`src/fifo_sync_pkg.sv`:
```
// constants, types and register map of the packet buffer with pattern detector
`default_nettype none
package fifo_sync_pkg;
  localparam int DEPTH = 64;
  localparam int CNT_W = 7;
  localparam int PTR_W = 6;
  localparam int PAT_W = 64;
  // register byte offsets
  localparam logic [7:0] OFF_FIFO_DATA = 8'h00;
  localparam logic [7:0] OFF_MODE_CTRL = 8'h04;
  localparam logic [7:0] OFF_LEVEL_CONFIG = 8'h08;
  localparam logic [7:0] OFF_PATTERN_CONFIG = 8'h0C;
  localparam logic [7:0] OFF_FIRST_PATTERN = 8'h10;
  localparam logic [7:0] OFF_PATTERN_TAIL = 8'h14;
  localparam logic [7:0] OFF_STATUS = 8'h18;
  // mode_ctrl_reg fields
  localparam int MODE_LSB = 0;
  localparam int PACKET_BIT = 2;
  localparam int BITSYNC_BIT = 3;
  // level_config_reg field
  localparam int TRIP_LSB = 0;
  // pattern_config_reg fields
  localparam int LEN_LSB = 0;
  localparam int DETECT_BIT = 4;
  // status_reg bits
  localparam int ST_VACANT = 0;
  localparam int ST_BRIMMING = 1;
  localparam int ST_LEVEL = 2;
  localparam int ST_OVERFLOW = 3;
  localparam int ST_HIT = 4;
  localparam int ST_TX_DONE = 5;
  localparam int ST_SETTLED = 6;

  typedef enum logic [1:0] {
    MODE_SLEEP = 2'b00,
    MODE_STANDBY = 2'b01,
    MODE_TX = 2'b10,
    MODE_RX = 2'b11
  } mode_t;

  typedef enum logic [1:0] {
    TX_IDLE = 2'b00,
    TX_PATTERN = 2'b01,
    TX_DATA = 2'b10
  } tx_state_t;

  typedef struct packed {
    mode_t mode;
    logic packet_mode;
    logic bitsync_on;
    logic detect_on;
    logic [2:0] len;
    logic [5:0] trip;
  } cfg_t;

  localparam cfg_t CFG_RESET = '{mode: MODE_STANDBY, packet_mode: 1'b1, bitsync_on: 1'b0,
                                 detect_on: 1'b0, len: 3'h3, trip: 6'h0F};
  localparam logic [63:0] PATTERN_RESET = 64'h0101_0101_0101_0101;
endpackage
`default_nettype wire

```
`src/packet_fifo_sync_detect.sv`:
```
// packet buffer, serial shift register and pattern detector behind an apb slave
//
// Design decisions made here: the APB slave port and the register offsets.
`timescale 1ns/1ps
`default_nettype none
// Notes on behaviour
// - buffer is 64 entries of one byte, whole bytes only.
// - transmit shifts buffer bytes out msb first at bit rate.
// - receive collects bits and writes each full byte to the buffer.
// - buffer_vacant high exactly when buffer holds no bytes.
// - on a host read buffer_vacant updates at the start of the read.
// - buffer_brimming high exactly when all 64 locations are occupied.
// - write into a full buffer drops the byte; sets overflow_sticky except a host write in sleep or receive.
// - writing one to overflow_sticky clears it and empties the buffer.
// - frame_tx_done rises once the last shifted bit has been sent.
// - level_flag is recomputed only on a buffer read, write or clear.
// - after full, level_flag is frozen until the buffer is empty again.
// - buffer kept across sleep/standby, idle into transmit, and receive to idle.
// - buffer emptied entering receive from idle, receive to transmit, leaving transmit.
// - detection runs only when enabled and packet mode or bit sync on.
// - received bits shift through and are compared, match sets pattern_hit.
// - first received bit meets pattern bit 63, last meets lsb of last byte.
// - pattern_hit clears on leaving receive or on a buffer clear.
// - pattern_length picks 1 to 8 bytes, also used when sending.
// - 64-bit pattern_bytes, inserted ahead of data in packet transmit with detection enabled.
module packet_fifo_sync_detect #(
  parameter int ADDR_W = 8
) (
  input wire logic pclk,
  input wire logic presetn,
  input wire logic psel,
  input wire logic penable,
  input wire logic pwrite,
  input wire logic [ADDR_W-1:0] paddr,
  input wire logic [31:0] pwdata,
  output logic [31:0] prdata,
  output logic pready,
  output logic pslverr,
  input wire logic bit_clk,
  input wire logic rx_bit,
  output logic tx_bit,
  output logic buffer_vacant,
  output logic buffer_brimming,
  output logic level_flag,
  output logic overflow_sticky,
  output logic pattern_hit,
  output logic frame_tx_done,
  output logic mode_settled
);
  localparam int DEPTH = fifo_sync_pkg::DEPTH;

  // ---------------- apb slave and configuration
  fifo_sync_pkg::cfg_t cfg_ff, nxt_cfg;
  logic [63:0] pattern_ff, nxt_pattern;
  logic [31:0] prdata_ff, nxt_prdata;
  logic pready_ff, nxt_pready;
  logic pslverr_ff, nxt_pslverr;
  logic [7:0] mem [DEPTH];
  logic [fifo_sync_pkg::PTR_W-1:0] wptr_ff, rptr_ff, nxt_wptr, nxt_rptr;
  logic [fifo_sync_pkg::CNT_W-1:0] count_ff, nxt_count;
  logic vacant_ff, brim_ff, level_ff, hold_ff, ovf_ff, hit_ff, done_ff, settled_ff;
  fifo_sync_pkg::mode_t mode_ff, nxt_mode;
  logic setup, wr_acc, rd_setup, hit_addr, mapped;
  logic [7:0] addr;
  logic host_push, host_pop, sr_push, sr_pop;
  logic [7:0] sr_push_data;
  logic mode_clear;

  assign addr = 8'(paddr);
  assign setup = psel & ~penable;
  // write takes effect at the edge where the access phase meets pready
  assign wr_acc = psel & penable & pready_ff & pwrite;
  assign rd_setup = setup & ~pwrite;

  always_comb begin
    mapped = 1'b1;
    nxt_prdata = 32'h0000_0000;
    case (addr)
      fifo_sync_pkg::OFF_FIFO_DATA: nxt_prdata[7:0] = (count_ff != '0) ? mem[rptr_ff] : 8'h00;
      fifo_sync_pkg::OFF_MODE_CTRL: begin
        nxt_prdata[fifo_sync_pkg::MODE_LSB +: 2] = cfg_ff.mode;
        nxt_prdata[fifo_sync_pkg::PACKET_BIT] = cfg_ff.packet_mode;
        nxt_prdata[fifo_sync_pkg::BITSYNC_BIT] = cfg_ff.bitsync_on;
      end
      fifo_sync_pkg::OFF_LEVEL_CONFIG: nxt_prdata[fifo_sync_pkg::TRIP_LSB +: 6] = cfg_ff.trip;
      fifo_sync_pkg::OFF_PATTERN_CONFIG: begin
        nxt_prdata[fifo_sync_pkg::LEN_LSB +: 3] = cfg_ff.len;
        nxt_prdata[fifo_sync_pkg::DETECT_BIT] = cfg_ff.detect_on;
      end
      fifo_sync_pkg::OFF_FIRST_PATTERN: nxt_prdata = pattern_ff[63:32];
      fifo_sync_pkg::OFF_PATTERN_TAIL: nxt_prdata = pattern_ff[31:0];
      fifo_sync_pkg::OFF_STATUS: begin
        nxt_prdata[fifo_sync_pkg::ST_VACANT] = vacant_ff;
        nxt_prdata[fifo_sync_pkg::ST_BRIMMING] = brim_ff;
        nxt_prdata[fifo_sync_pkg::ST_LEVEL] = level_ff;
        nxt_prdata[fifo_sync_pkg::ST_OVERFLOW] = ovf_ff;
        nxt_prdata[fifo_sync_pkg::ST_HIT] = hit_ff;
        nxt_prdata[fifo_sync_pkg::ST_TX_DONE] = done_ff;
        nxt_prdata[fifo_sync_pkg::ST_SETTLED] = settled_ff;
      end
      default: mapped = 1'b0;
    endcase
    if (!setup || pwrite) begin
      nxt_prdata = prdata_ff;
    end
    nxt_pready = setup;
    nxt_pslverr = setup & ~mapped;
    nxt_cfg = cfg_ff;
    nxt_pattern = pattern_ff;
    if (wr_acc) begin
      case (addr)
        fifo_sync_pkg::OFF_MODE_CTRL: begin
          nxt_cfg.mode = fifo_sync_pkg::mode_t'(pwdata[fifo_sync_pkg::MODE_LSB +: 2]);
          nxt_cfg.packet_mode = pwdata[fifo_sync_pkg::PACKET_BIT];
          nxt_cfg.bitsync_on = pwdata[fifo_sync_pkg::BITSYNC_BIT];
        end
        fifo_sync_pkg::OFF_LEVEL_CONFIG: nxt_cfg.trip = pwdata[fifo_sync_pkg::TRIP_LSB +: 6];
        fifo_sync_pkg::OFF_PATTERN_CONFIG: begin
          nxt_cfg.len = pwdata[fifo_sync_pkg::LEN_LSB +: 3];
          nxt_cfg.detect_on = pwdata[fifo_sync_pkg::DETECT_BIT];
        end
        fifo_sync_pkg::OFF_FIRST_PATTERN: nxt_pattern[63:32] = pwdata;
        fifo_sync_pkg::OFF_PATTERN_TAIL: nxt_pattern[31:0] = pwdata;
        default: nxt_pattern = pattern_ff;
      endcase
    end
  end

  always_ff @(posedge pclk or negedge presetn) begin
    if (!presetn) begin
      cfg_ff <= fifo_sync_pkg::CFG_RESET;
      pattern_ff <= fifo_sync_pkg::PATTERN_RESET;
      prdata_ff <= 32'h0000_0000;
      pready_ff <= 1'b0;
      pslverr_ff <= 1'b0;
    end else begin
      cfg_ff <= nxt_cfg;
      pattern_ff <= nxt_pattern;
      prdata_ff <= nxt_prdata;
      pready_ff <= nxt_pready;
      pslverr_ff <= nxt_pslverr;
    end
  end

  // ---------------- mode control
  logic [6:0] tx_cnt_ff, nxt_tx_cnt;
  logic sending_ff, nxt_sending;
  logic nxt_settled;

  always_comb begin
    nxt_mode = cfg_ff.mode;
    // leaving transmit waits for the line to finish its last bit
    if (mode_ff == fifo_sync_pkg::MODE_TX && cfg_ff.mode != fifo_sync_pkg::MODE_TX &&
        (tx_cnt_ff != 7'h00 || sending_ff)) begin
      nxt_mode = mode_ff;
    end
    nxt_settled = (nxt_mode == cfg_ff.mode);
    mode_clear = 1'b0;
    if (nxt_mode != mode_ff) begin
      if (mode_ff == fifo_sync_pkg::MODE_TX) begin
        mode_clear = 1'b1;
      end else if (mode_ff == fifo_sync_pkg::MODE_RX) begin
        mode_clear = (nxt_mode == fifo_sync_pkg::MODE_TX);
      end else begin
        mode_clear = (nxt_mode == fifo_sync_pkg::MODE_RX);
      end
    end
  end

  always_ff @(posedge pclk or negedge presetn) begin
    if (!presetn) begin
      mode_ff <= fifo_sync_pkg::MODE_STANDBY;
      settled_ff <= 1'b0;
    end else begin
      mode_ff <= nxt_mode;
      settled_ff <= nxt_settled;
    end
  end

  // ---------------- byte buffer and its flags
  logic push, full, do_push, do_pop, ovf_set, ovf_clr, buf_clear, touched;
  logic nxt_vacant, nxt_brim, nxt_level, nxt_hold, nxt_ovf;

  always_comb begin
    full = (count_ff == fifo_sync_pkg::CNT_W'(DEPTH));
    host_push = wr_acc && addr == fifo_sync_pkg::OFF_FIFO_DATA && mode_ff != fifo_sync_pkg::MODE_RX;
    // a read pops at its setup cycle so the vacant flag moves as the read starts
    host_pop = rd_setup && addr == fifo_sync_pkg::OFF_FIFO_DATA && mode_ff != fifo_sync_pkg::MODE_TX &&
               count_ff != '0;
    push = host_push | sr_push;
    do_push = push & ~full;
    do_pop = host_pop | sr_pop;
    ovf_set = (sr_push & full) |
              (host_push & full & (mode_ff == fifo_sync_pkg::MODE_TX || mode_ff == fifo_sync_pkg::MODE_STANDBY));
    ovf_clr = wr_acc && addr == fifo_sync_pkg::OFF_STATUS && pwdata[fifo_sync_pkg::ST_OVERFLOW];
    buf_clear = ovf_clr | mode_clear;
    nxt_ovf = ovf_set | (ovf_ff & ~ovf_clr);
    nxt_wptr = wptr_ff;
    nxt_rptr = rptr_ff;
    nxt_count = count_ff;
    if (buf_clear) begin
      nxt_wptr = '0;
      nxt_rptr = '0;
      nxt_count = '0;
    end else begin
      if (do_push) begin
        nxt_wptr = wptr_ff + 1'b1;
      end
      if (do_pop) begin
        nxt_rptr = rptr_ff + 1'b1;
      end
      nxt_count = count_ff + fifo_sync_pkg::CNT_W'(do_push) - fifo_sync_pkg::CNT_W'(do_pop);
    end
    nxt_vacant = (nxt_count == '0);
    nxt_brim = (nxt_count == fifo_sync_pkg::CNT_W'(DEPTH));
    // level is frozen from full until empty; trip point alone never moves it
    nxt_hold = nxt_brim | (hold_ff & ~nxt_vacant);
    touched = push | do_pop | buf_clear;
    nxt_level = level_ff;
    if (touched && !nxt_hold) begin
      nxt_level = (nxt_count > {1'b0, cfg_ff.trip});
    end
  end

  always_ff @(posedge pclk) begin
    if (do_push && !buf_clear) begin
      mem[wptr_ff] <= host_push ? pwdata[7:0] : sr_push_data;
    end
  end

  always_ff @(posedge pclk or negedge presetn) begin
    if (!presetn) begin
      wptr_ff <= '0;
      rptr_ff <= '0;
      count_ff <= '0;
      vacant_ff <= 1'b1;
      brim_ff <= 1'b0;
      level_ff <= 1'b0;
      hold_ff <= 1'b0;
      ovf_ff <= 1'b0;
    end else begin
      wptr_ff <= nxt_wptr;
      rptr_ff <= nxt_rptr;
      count_ff <= nxt_count;
      vacant_ff <= nxt_vacant;
      brim_ff <= nxt_brim;
      level_ff <= nxt_level;
      hold_ff <= nxt_hold;
      ovf_ff <= nxt_ovf;
    end
  end

  // ---------------- bit clock and receive data synchronisers
  logic bclk_s1_ff, bclk_s2_ff, bclk_s3_ff, rxd_s1_ff, rxd_s2_ff;
  logic bit_edge;

  always_ff @(posedge pclk or negedge presetn) begin
    if (!presetn) begin
      bclk_s1_ff <= 1'b0;
      bclk_s2_ff <= 1'b0;
      bclk_s3_ff <= 1'b0;
      rxd_s1_ff <= 1'b0;
      rxd_s2_ff <= 1'b0;
    end else begin
      bclk_s1_ff <= bit_clk;
      bclk_s2_ff <= bclk_s1_ff;
      bclk_s3_ff <= bclk_s2_ff;
      rxd_s1_ff <= rx_bit;
      rxd_s2_ff <= rxd_s1_ff;
    end
  end

  assign bit_edge = bclk_s2_ff & ~bclk_s3_ff;

  // ---------------- transmit shift register
  fifo_sync_pkg::tx_state_t tx_state_ff, nxt_tx_state;
  logic [63:0] tx_sr_ff, nxt_tx_sr;
  logic tx_bit_ff, nxt_tx_bit, nxt_done, tx_run, done_clr;
  logic [6:0] pat_bits;

  assign pat_bits = {cfg_ff.len + 4'h1, 3'b000};

  always_comb begin
    tx_run = (mode_ff == fifo_sync_pkg::MODE_TX) && (cfg_ff.mode == fifo_sync_pkg::MODE_TX);
    done_clr = wr_acc && addr == fifo_sync_pkg::OFF_STATUS && pwdata[fifo_sync_pkg::ST_TX_DONE];
    nxt_tx_state = tx_state_ff;
    nxt_tx_sr = tx_sr_ff;
    nxt_tx_cnt = tx_cnt_ff;
    nxt_sending = sending_ff;
    nxt_tx_bit = tx_bit_ff;
    nxt_done = done_ff & ~done_clr;
    sr_pop = 1'b0;
    // loads only between bit edges, so a load never races a shift
    case (tx_state_ff)
      fifo_sync_pkg::TX_IDLE: begin
        if (tx_run) begin
          nxt_tx_state = (cfg_ff.packet_mode && cfg_ff.detect_on) ? fifo_sync_pkg::TX_PATTERN :
                         fifo_sync_pkg::TX_DATA;
        end
      end
      fifo_sync_pkg::TX_PATTERN: begin
        if (!tx_run) begin
          nxt_tx_state = fifo_sync_pkg::TX_IDLE;
        end else if (tx_cnt_ff == 7'h00 && !bit_edge) begin
          nxt_tx_sr = pattern_ff;
          nxt_tx_cnt = pat_bits;
          nxt_tx_state = fifo_sync_pkg::TX_DATA;
        end
      end
      fifo_sync_pkg::TX_DATA: begin
        if (!tx_run) begin
          nxt_tx_state = fifo_sync_pkg::TX_IDLE;
        end else if (tx_cnt_ff == 7'h00 && !bit_edge && count_ff != '0) begin
          sr_pop = 1'b1;
          nxt_tx_sr = {mem[rptr_ff], 56'h0};
          nxt_tx_cnt = 7'h08;
        end
      end
      default: nxt_tx_state = fifo_sync_pkg::TX_IDLE;
    endcase
    if (bit_edge && mode_ff == fifo_sync_pkg::MODE_TX) begin
      if (tx_cnt_ff != 7'h00) begin
        nxt_tx_bit = tx_sr_ff[63];
        nxt_tx_sr = {tx_sr_ff[62:0], 1'b0};
        nxt_tx_cnt = tx_cnt_ff - 7'h01;
        nxt_sending = 1'b1;
      end else if (sending_ff) begin
        nxt_sending = 1'b0;
        nxt_tx_bit = 1'b0;
        nxt_done = 1'b1;
      end
    end
  end

  always_ff @(posedge pclk or negedge presetn) begin
    if (!presetn) begin
      tx_state_ff <= fifo_sync_pkg::TX_IDLE;
      tx_sr_ff <= 64'h0;
      tx_cnt_ff <= 7'h00;
      sending_ff <= 1'b0;
      tx_bit_ff <= 1'b0;
      done_ff <= 1'b0;
    end else begin
      tx_state_ff <= nxt_tx_state;
      tx_sr_ff <= nxt_tx_sr;
      tx_cnt_ff <= nxt_tx_cnt;
      sending_ff <= nxt_sending;
      tx_bit_ff <= nxt_tx_bit;
      done_ff <= nxt_done;
    end
  end

  // ---------------- receive shift register and pattern detector
  logic [63:0] hist_ff, nxt_hist, pat_aligned, pat_mask;
  logic [7:0] rx_byte_ff, nxt_rx_byte;
  logic [2:0] rx_bits_ff, nxt_rx_bits;
  logic nxt_hit, detect_run, rx_mode, match, accept;

  always_comb begin
    rx_mode = (mode_ff == fifo_sync_pkg::MODE_RX);
    detect_run = rx_mode && cfg_ff.detect_on && (cfg_ff.packet_mode || cfg_ff.bitsync_on);
    nxt_hist = hist_ff;
    nxt_rx_byte = rx_byte_ff;
    nxt_rx_bits = rx_bits_ff;
    sr_push = 1'b0;
    sr_push_data = 8'h00;
    // newest bit sits at bit 0, so the oldest compared bit meets pattern bit 63
    pat_aligned = pattern_ff >> (7'd64 - pat_bits);
    pat_mask = ~(64'hFFFF_FFFF_FFFF_FFFF << pat_bits);
    match = 1'b0;
    if (bit_edge && detect_run) begin
      nxt_hist = {hist_ff[62:0], rxd_s2_ff};
      match = (((nxt_hist ^ pat_aligned) & pat_mask) == 64'h0);
    end
    // without detection every bit is data; with it, data starts after the hit
    accept = rx_mode && (!detect_run || hit_ff);
    if (!accept) begin
      nxt_rx_bits = 3'h0;
    end else if (bit_edge) begin
      nxt_rx_byte = {rx_byte_ff[6:0], rxd_s2_ff};
      nxt_rx_bits = rx_bits_ff + 3'h1;
      if (rx_bits_ff == 3'h7) begin
        sr_push = 1'b1;
        sr_push_data = {rx_byte_ff[6:0], rxd_s2_ff};
      end
    end
    // a hit in the same cycle as a clear is kept
    nxt_hit = match | (hit_ff & rx_mode & ~buf_clear);
  end

  always_ff @(posedge pclk or negedge presetn) begin
    if (!presetn) begin
      hist_ff <= 64'h0;
      rx_byte_ff <= 8'h00;
      rx_bits_ff <= 3'h0;
      hit_ff <= 1'b0;
    end else begin
      hist_ff <= nxt_hist;
      rx_byte_ff <= nxt_rx_byte;
      rx_bits_ff <= nxt_rx_bits;
      hit_ff <= nxt_hit;
    end
  end

  assign prdata = prdata_ff;
  assign pready = pready_ff;
  assign pslverr = pslverr_ff;
  assign tx_bit = tx_bit_ff;
  assign buffer_vacant = vacant_ff;
  assign buffer_brimming = brim_ff;
  assign level_flag = level_ff;
  assign overflow_sticky = ovf_ff;
  assign pattern_hit = hit_ff;
  assign frame_tx_done = done_ff;
  assign mode_settled = settled_ff;
endmodule
`default_nettype wire

```
`config.mk`:
```
export PLATFORM = sky130hd
export DESIGN_NAME = packet_fifo_sync_detect
export DESIGN_NICKNAME = d
export VERILOG_FILES = /design/src/fifo_sync_pkg.sv /design/src/packet_fifo_sync_detect.sv
export SDC_FILE = /design/constraint.sdc
export NUM_CORES = 1
export LEC_CHECK = 0
export BUFFER_PORTS_ARGS = -buffer_cell sky130_fd_sc_hd__buf_4
export CAP_MARGIN = 0
export CORE_MARGIN = 3
export CORE_UTILIZATION = 60
export CTS_BUF_LIST = sky130_fd_sc_hd__clkbuf_2 sky130_fd_sc_hd__clkbuf_4 sky130_fd_sc_hd__clkbuf_8
export DETAILED_ROUTE_END_ITERATION = 8
export HOLD_SLACK_MARGIN = 0.06
export PLACE_DENSITY = 0.89
export SKIP_CTS_REPAIR_TIMING = 1
export SLEW_MARGIN = 15
export SYNTH_ARGS = -nofsm -noshare
export SYNTH_HDL_FRONTEND = slang
export SYNTH_SLANG_ARGS = --single-unit
export TNS_END_PERCENT = 10
```
`constraint.sdc`:
```
create_clock -name pclk -period 6.25 [get_ports pclk]
set_input_delay 0.3125 -clock pclk [delete_from_list [all_inputs] [get_ports pclk]]
set_output_delay 0.3125 -clock pclk [all_outputs]
set_load 0.1 [all_outputs]
```
==> summary.txt <==
Outcome
  – Status: completed

CTS
  – Clock-pin transition on the worst setup and hold timing paths: approximately 0.060 ns
  – Root buf cell: clkbuf_8
  – Clock Path Buffers: 3
  – Clk Latency, worst-skew pair: between 0.7 and 0.8 ns
  – Htree depth: 3
  – Number of buffers created by CTS: 121
  – CTS tree: yes
  – Clock Sinks: 806

Timing
  – Period utilization: roughly 84%
  – Slew @ Worst Pin: 1.110 ns
  – Setup Viol. Count Final: 0
  – Fin. Hold Viols: 0
  – Setup total negative slack: 0 ns
  – Hold Slack: approximately 0.16 ns
  – RSZ-0062 raised after global routing: no
  – Fin Clk Skew: between 0.05 and 0.06 ns
  – Post-layout min period: 5.223 ns
  – FMAX: 191.5 MHz
  – Slew Limit Headroom: 26.03%
  – Final Max Slew Viols: 0

Power
  – Int Pwr: approximately 8.4 mW
  – Cell Pwr Density: 277.5 nW/um^2
  – Max rail drop VDD: 0.2513 mV
  – Clock share of power: 40.3%
  – Gate power share: 8.1%
  – Net Sw Power: 2.757 mW
  – Flop pwr share: 51.6%
  – Leakage power: 16.38 nW
  – Total chip power: 11.17 mW
  – Switching share of power: 24.68%

Floorplanning
  – Die X: between 200 and 300 um
  – Die Ht: 250.6 um
  – I/O pin total: 89
  – Die ar.: 62,790 um^2
  – Initial Utilization: 60.70%
  – CORE AREA: 59,130 um^2
  – Num rows: 89

Detailed routing
  – Antenna-violating nets left: 0
  – DRT Pass-1 Iters: 6
  – DRC errors left: 0
  – Via count: 23,175
  – Routed len/inst: roughly 28 um
  – Routed vias/inst: 6.810
  – Detailed router's first-iteration violation count: 3,386
  – Routed WL: 94.63 mm

Synth
  – Flops & latches, synth: 806
  – Syn Nets: between 2,000 and 2,500
  – Synth Area in Simple Gates: 6.993%
  – Multiplexer share of the synthesized area: 17.35%
  – Syn_area_per_cell: 14.94 um^2
  – Top FF cell, synth: edfxtp_1
  – Compound-Gate Fraction of Synth Area: between 7 and 8%
  – Xor/xnor share of the synthesized area: 1.269%
  – Synth Area in Adders: 1.067%
  – Synthesized cell area: 35,890 um^2
  – Number of cells produced by synthesis: 2,402
  – Post-synthesis sequential area ratio: between 60 and 70%
  – Post-synth EDFFs: a little over 500
  – Async SR Flop Fraction: 36.48%
  – Largest family of logic cells by synthesized area: multiplexers
  – Distinct cells, synth: 74
  – Syn. warnings: 0

Hold path
  – Hold Path Class: in -> async

Finish
  – Layout area overhead: 12.17%
  – Layout cells sized above 1: between 20% and 30%
  – Register area: 22,760 um^2
  – Multi-input logic area: 12,430 um^2
  – Final instance area: 40,260 um^2
  – Final non-filler cell total: between 3,000 and 4,000
  – Final #Nets: 2,604
  – # fillers: 3,627

Global route
  – Largest net degree at the start of global routing: just under 200
  – First-pass GRT wire length: roughly 140 mm
  – Vias in the first global route: 23,093
  – Initial antenna violation count: 2
  – Total Routing Usage GR: 30.15%
  – GRT overflow: 0

Setup path
  – Crit path depth: 22
  – Worst r2r src: tx_cnt_ff[0]
  – Crit path kind: reg -> reg
  – Critical Path Start: tx_cnt_ff[0]
  – CP bufs+invs: 3
  – Critical path cell sequence: inv_1 > ha_1 > nor3b_1 > nand4_1 > nor2_1 > and2_1 > a31o_1 > ha_1 > inv_1 > ha_1 > inv_1 > fa_1 > nor2_1 > ha_1 > nor2b_1 > o21a_1 > o21ai_0 > nand2b_1 > a21oi_1 > nor2b_1 > o22ai_1 > a22oi_1
  – Critical Path RT: 6.88 ns
  – Delay-heaviest family, CP: simple AND/OR/NAND/NOR gates
  – Worst stage delay on the critical path: 0.64 ns
  – CP most frequent cell: ha_1
  – Worst Path Max Fanout: 10
  – Crit start category: register
  – FF-to-FF path depth: 22
  – CP arrival: roughly 5.9 ns
  – Max stage delay cell, worst path: nor3b_1
  – Endpoint type of the worst setup path: register

Run
  – Max-cap violations: 0

Place
  – Dpl cell area: 37,240 um^2
  – Detailed placer's ending HPWL: 60.67 mm
  – Buffers on Ports: slightly below 90
  – Routability congestion estimate: 0.9584
  – Placed cell count: 3,135
cells in the mapped netlist (20+ instances only):
library cell,n,area [um^2]
clkbuf_1,95,356.6
buf_1,29,108.9
a21oi_1,100,500.5
xor2_1,21,183.9
nand2b_1,22,137.6
xnor2_1,31,271.5
o21ai_0,47,235.2
mux4_2,184,4144
a221oi_1,72,630.6
a22oi_1,68,510.5
nor2_1,291,1092
inv_1,41,153.9
mux2_2,151,1700
nand2_1,104,390.4
dfrtp_1,276,6907
mux2i_1,35,350.3
buf_2,26,130.1
ha_1,29,362.9
edfxtp_1,512,15370
nand3_1,20,100.1
placed cells by master, fill, tap and decap left out, drive strengths merged, types with 68 or more instances in the layout:
cell type  Yosys  routed
mux2         154     154
edfxtp       512     512
dfrtp        276     276
a22oi         68      68
nand2        104     104
nor2         291     291
clkbuf        95     185
a21oi        100     100
buf           62     117
a221oi        72      72
mux4         184     184
path summary, 6_finish.rpt:
check	endpoint	slack, ns
max in group asynchronous	rptr_ff[0]	4.43
setup reg to reg	level_flag	1.03
setup / recovery	level_flag	1.03
hold / removal	prdata[18]	0.16
min in group pclk	bclk_s1_ff	0.23
hold reg to reg	rxd_s2_ff	0.36
stage by stage:
stage	util [%]	setup slack [ns]
floorplan	-	1.930
global placement	62.99	1.113
detailed placement	62.99	1.071
CTS	67.34	1.081
global route	68.08	0.7045
finish	68.09	1.027
sequential cells by signal (all words and copies together) (netlist names), 3 cells and up:
| name | cells |
|---|---|
| prdata | 32 |
| count_ff | 7 |
| pattern_ff | 64 |
| rptr_ff | 6 |
| wptr_ff | 6 |
| hist_ff | 63 |
| tx_sr_ff | 64 |
| cfg_ff | 14 |
| rx_bits_ff | 3 |
| rx_byte_ff | 7 |
| mem | 512 |
| tx_cnt_ff | 7 |
area by class of cell:
cell class                 instances  area share, %
inverter                          44         0.4102
clock buffer                     185          5.594
tap                              773          2.402
timing repair buffer             159          3.369
clock inverter                    38         0.7956
multi-input combinational       1395          30.87
sequential                       806          56.54
antenna                            3        0.01865
cell families (layout without fill, tap and decap cells):
| group | Yosys count | after routing |
|---|---|---|
| xor+xnor | 52 | 52 |
| fa+ha+maj | 30 | 30 |
| mux | 373 | 373 |
| compound gates | 395 | 395 |
| simple gates | 545 | 545 |
| buf+inv | 201 | 426 |
| flops | 806 | 806 |
| other cells | 0 | 3 |
metal layers:
metal | GRT usage (%) | up-vias | routed length [um]
met5 | 0 | - | 0
met1 | 38.87 | 11584 | 33430
li1 | - | 9577 | -
met2 | 47.60 | 1615 | 45110
met4 | 15.77 | 0 | 5729
met3 | 8.016 | 399 | 10360
power groups by stage:
stage,Clock (mW),Combinational (mW),Sequential [mW]
after detailed placement,0,0.878,5.86
final,4.50,0.909,5.76
after floorplan,0,0.364,6.12
after global routing,4.77,0.979,5.76
after CTS,4.56,0.883,5.76
after global placement,0,0.861,5.86
(Power assumes the default switching activity.)
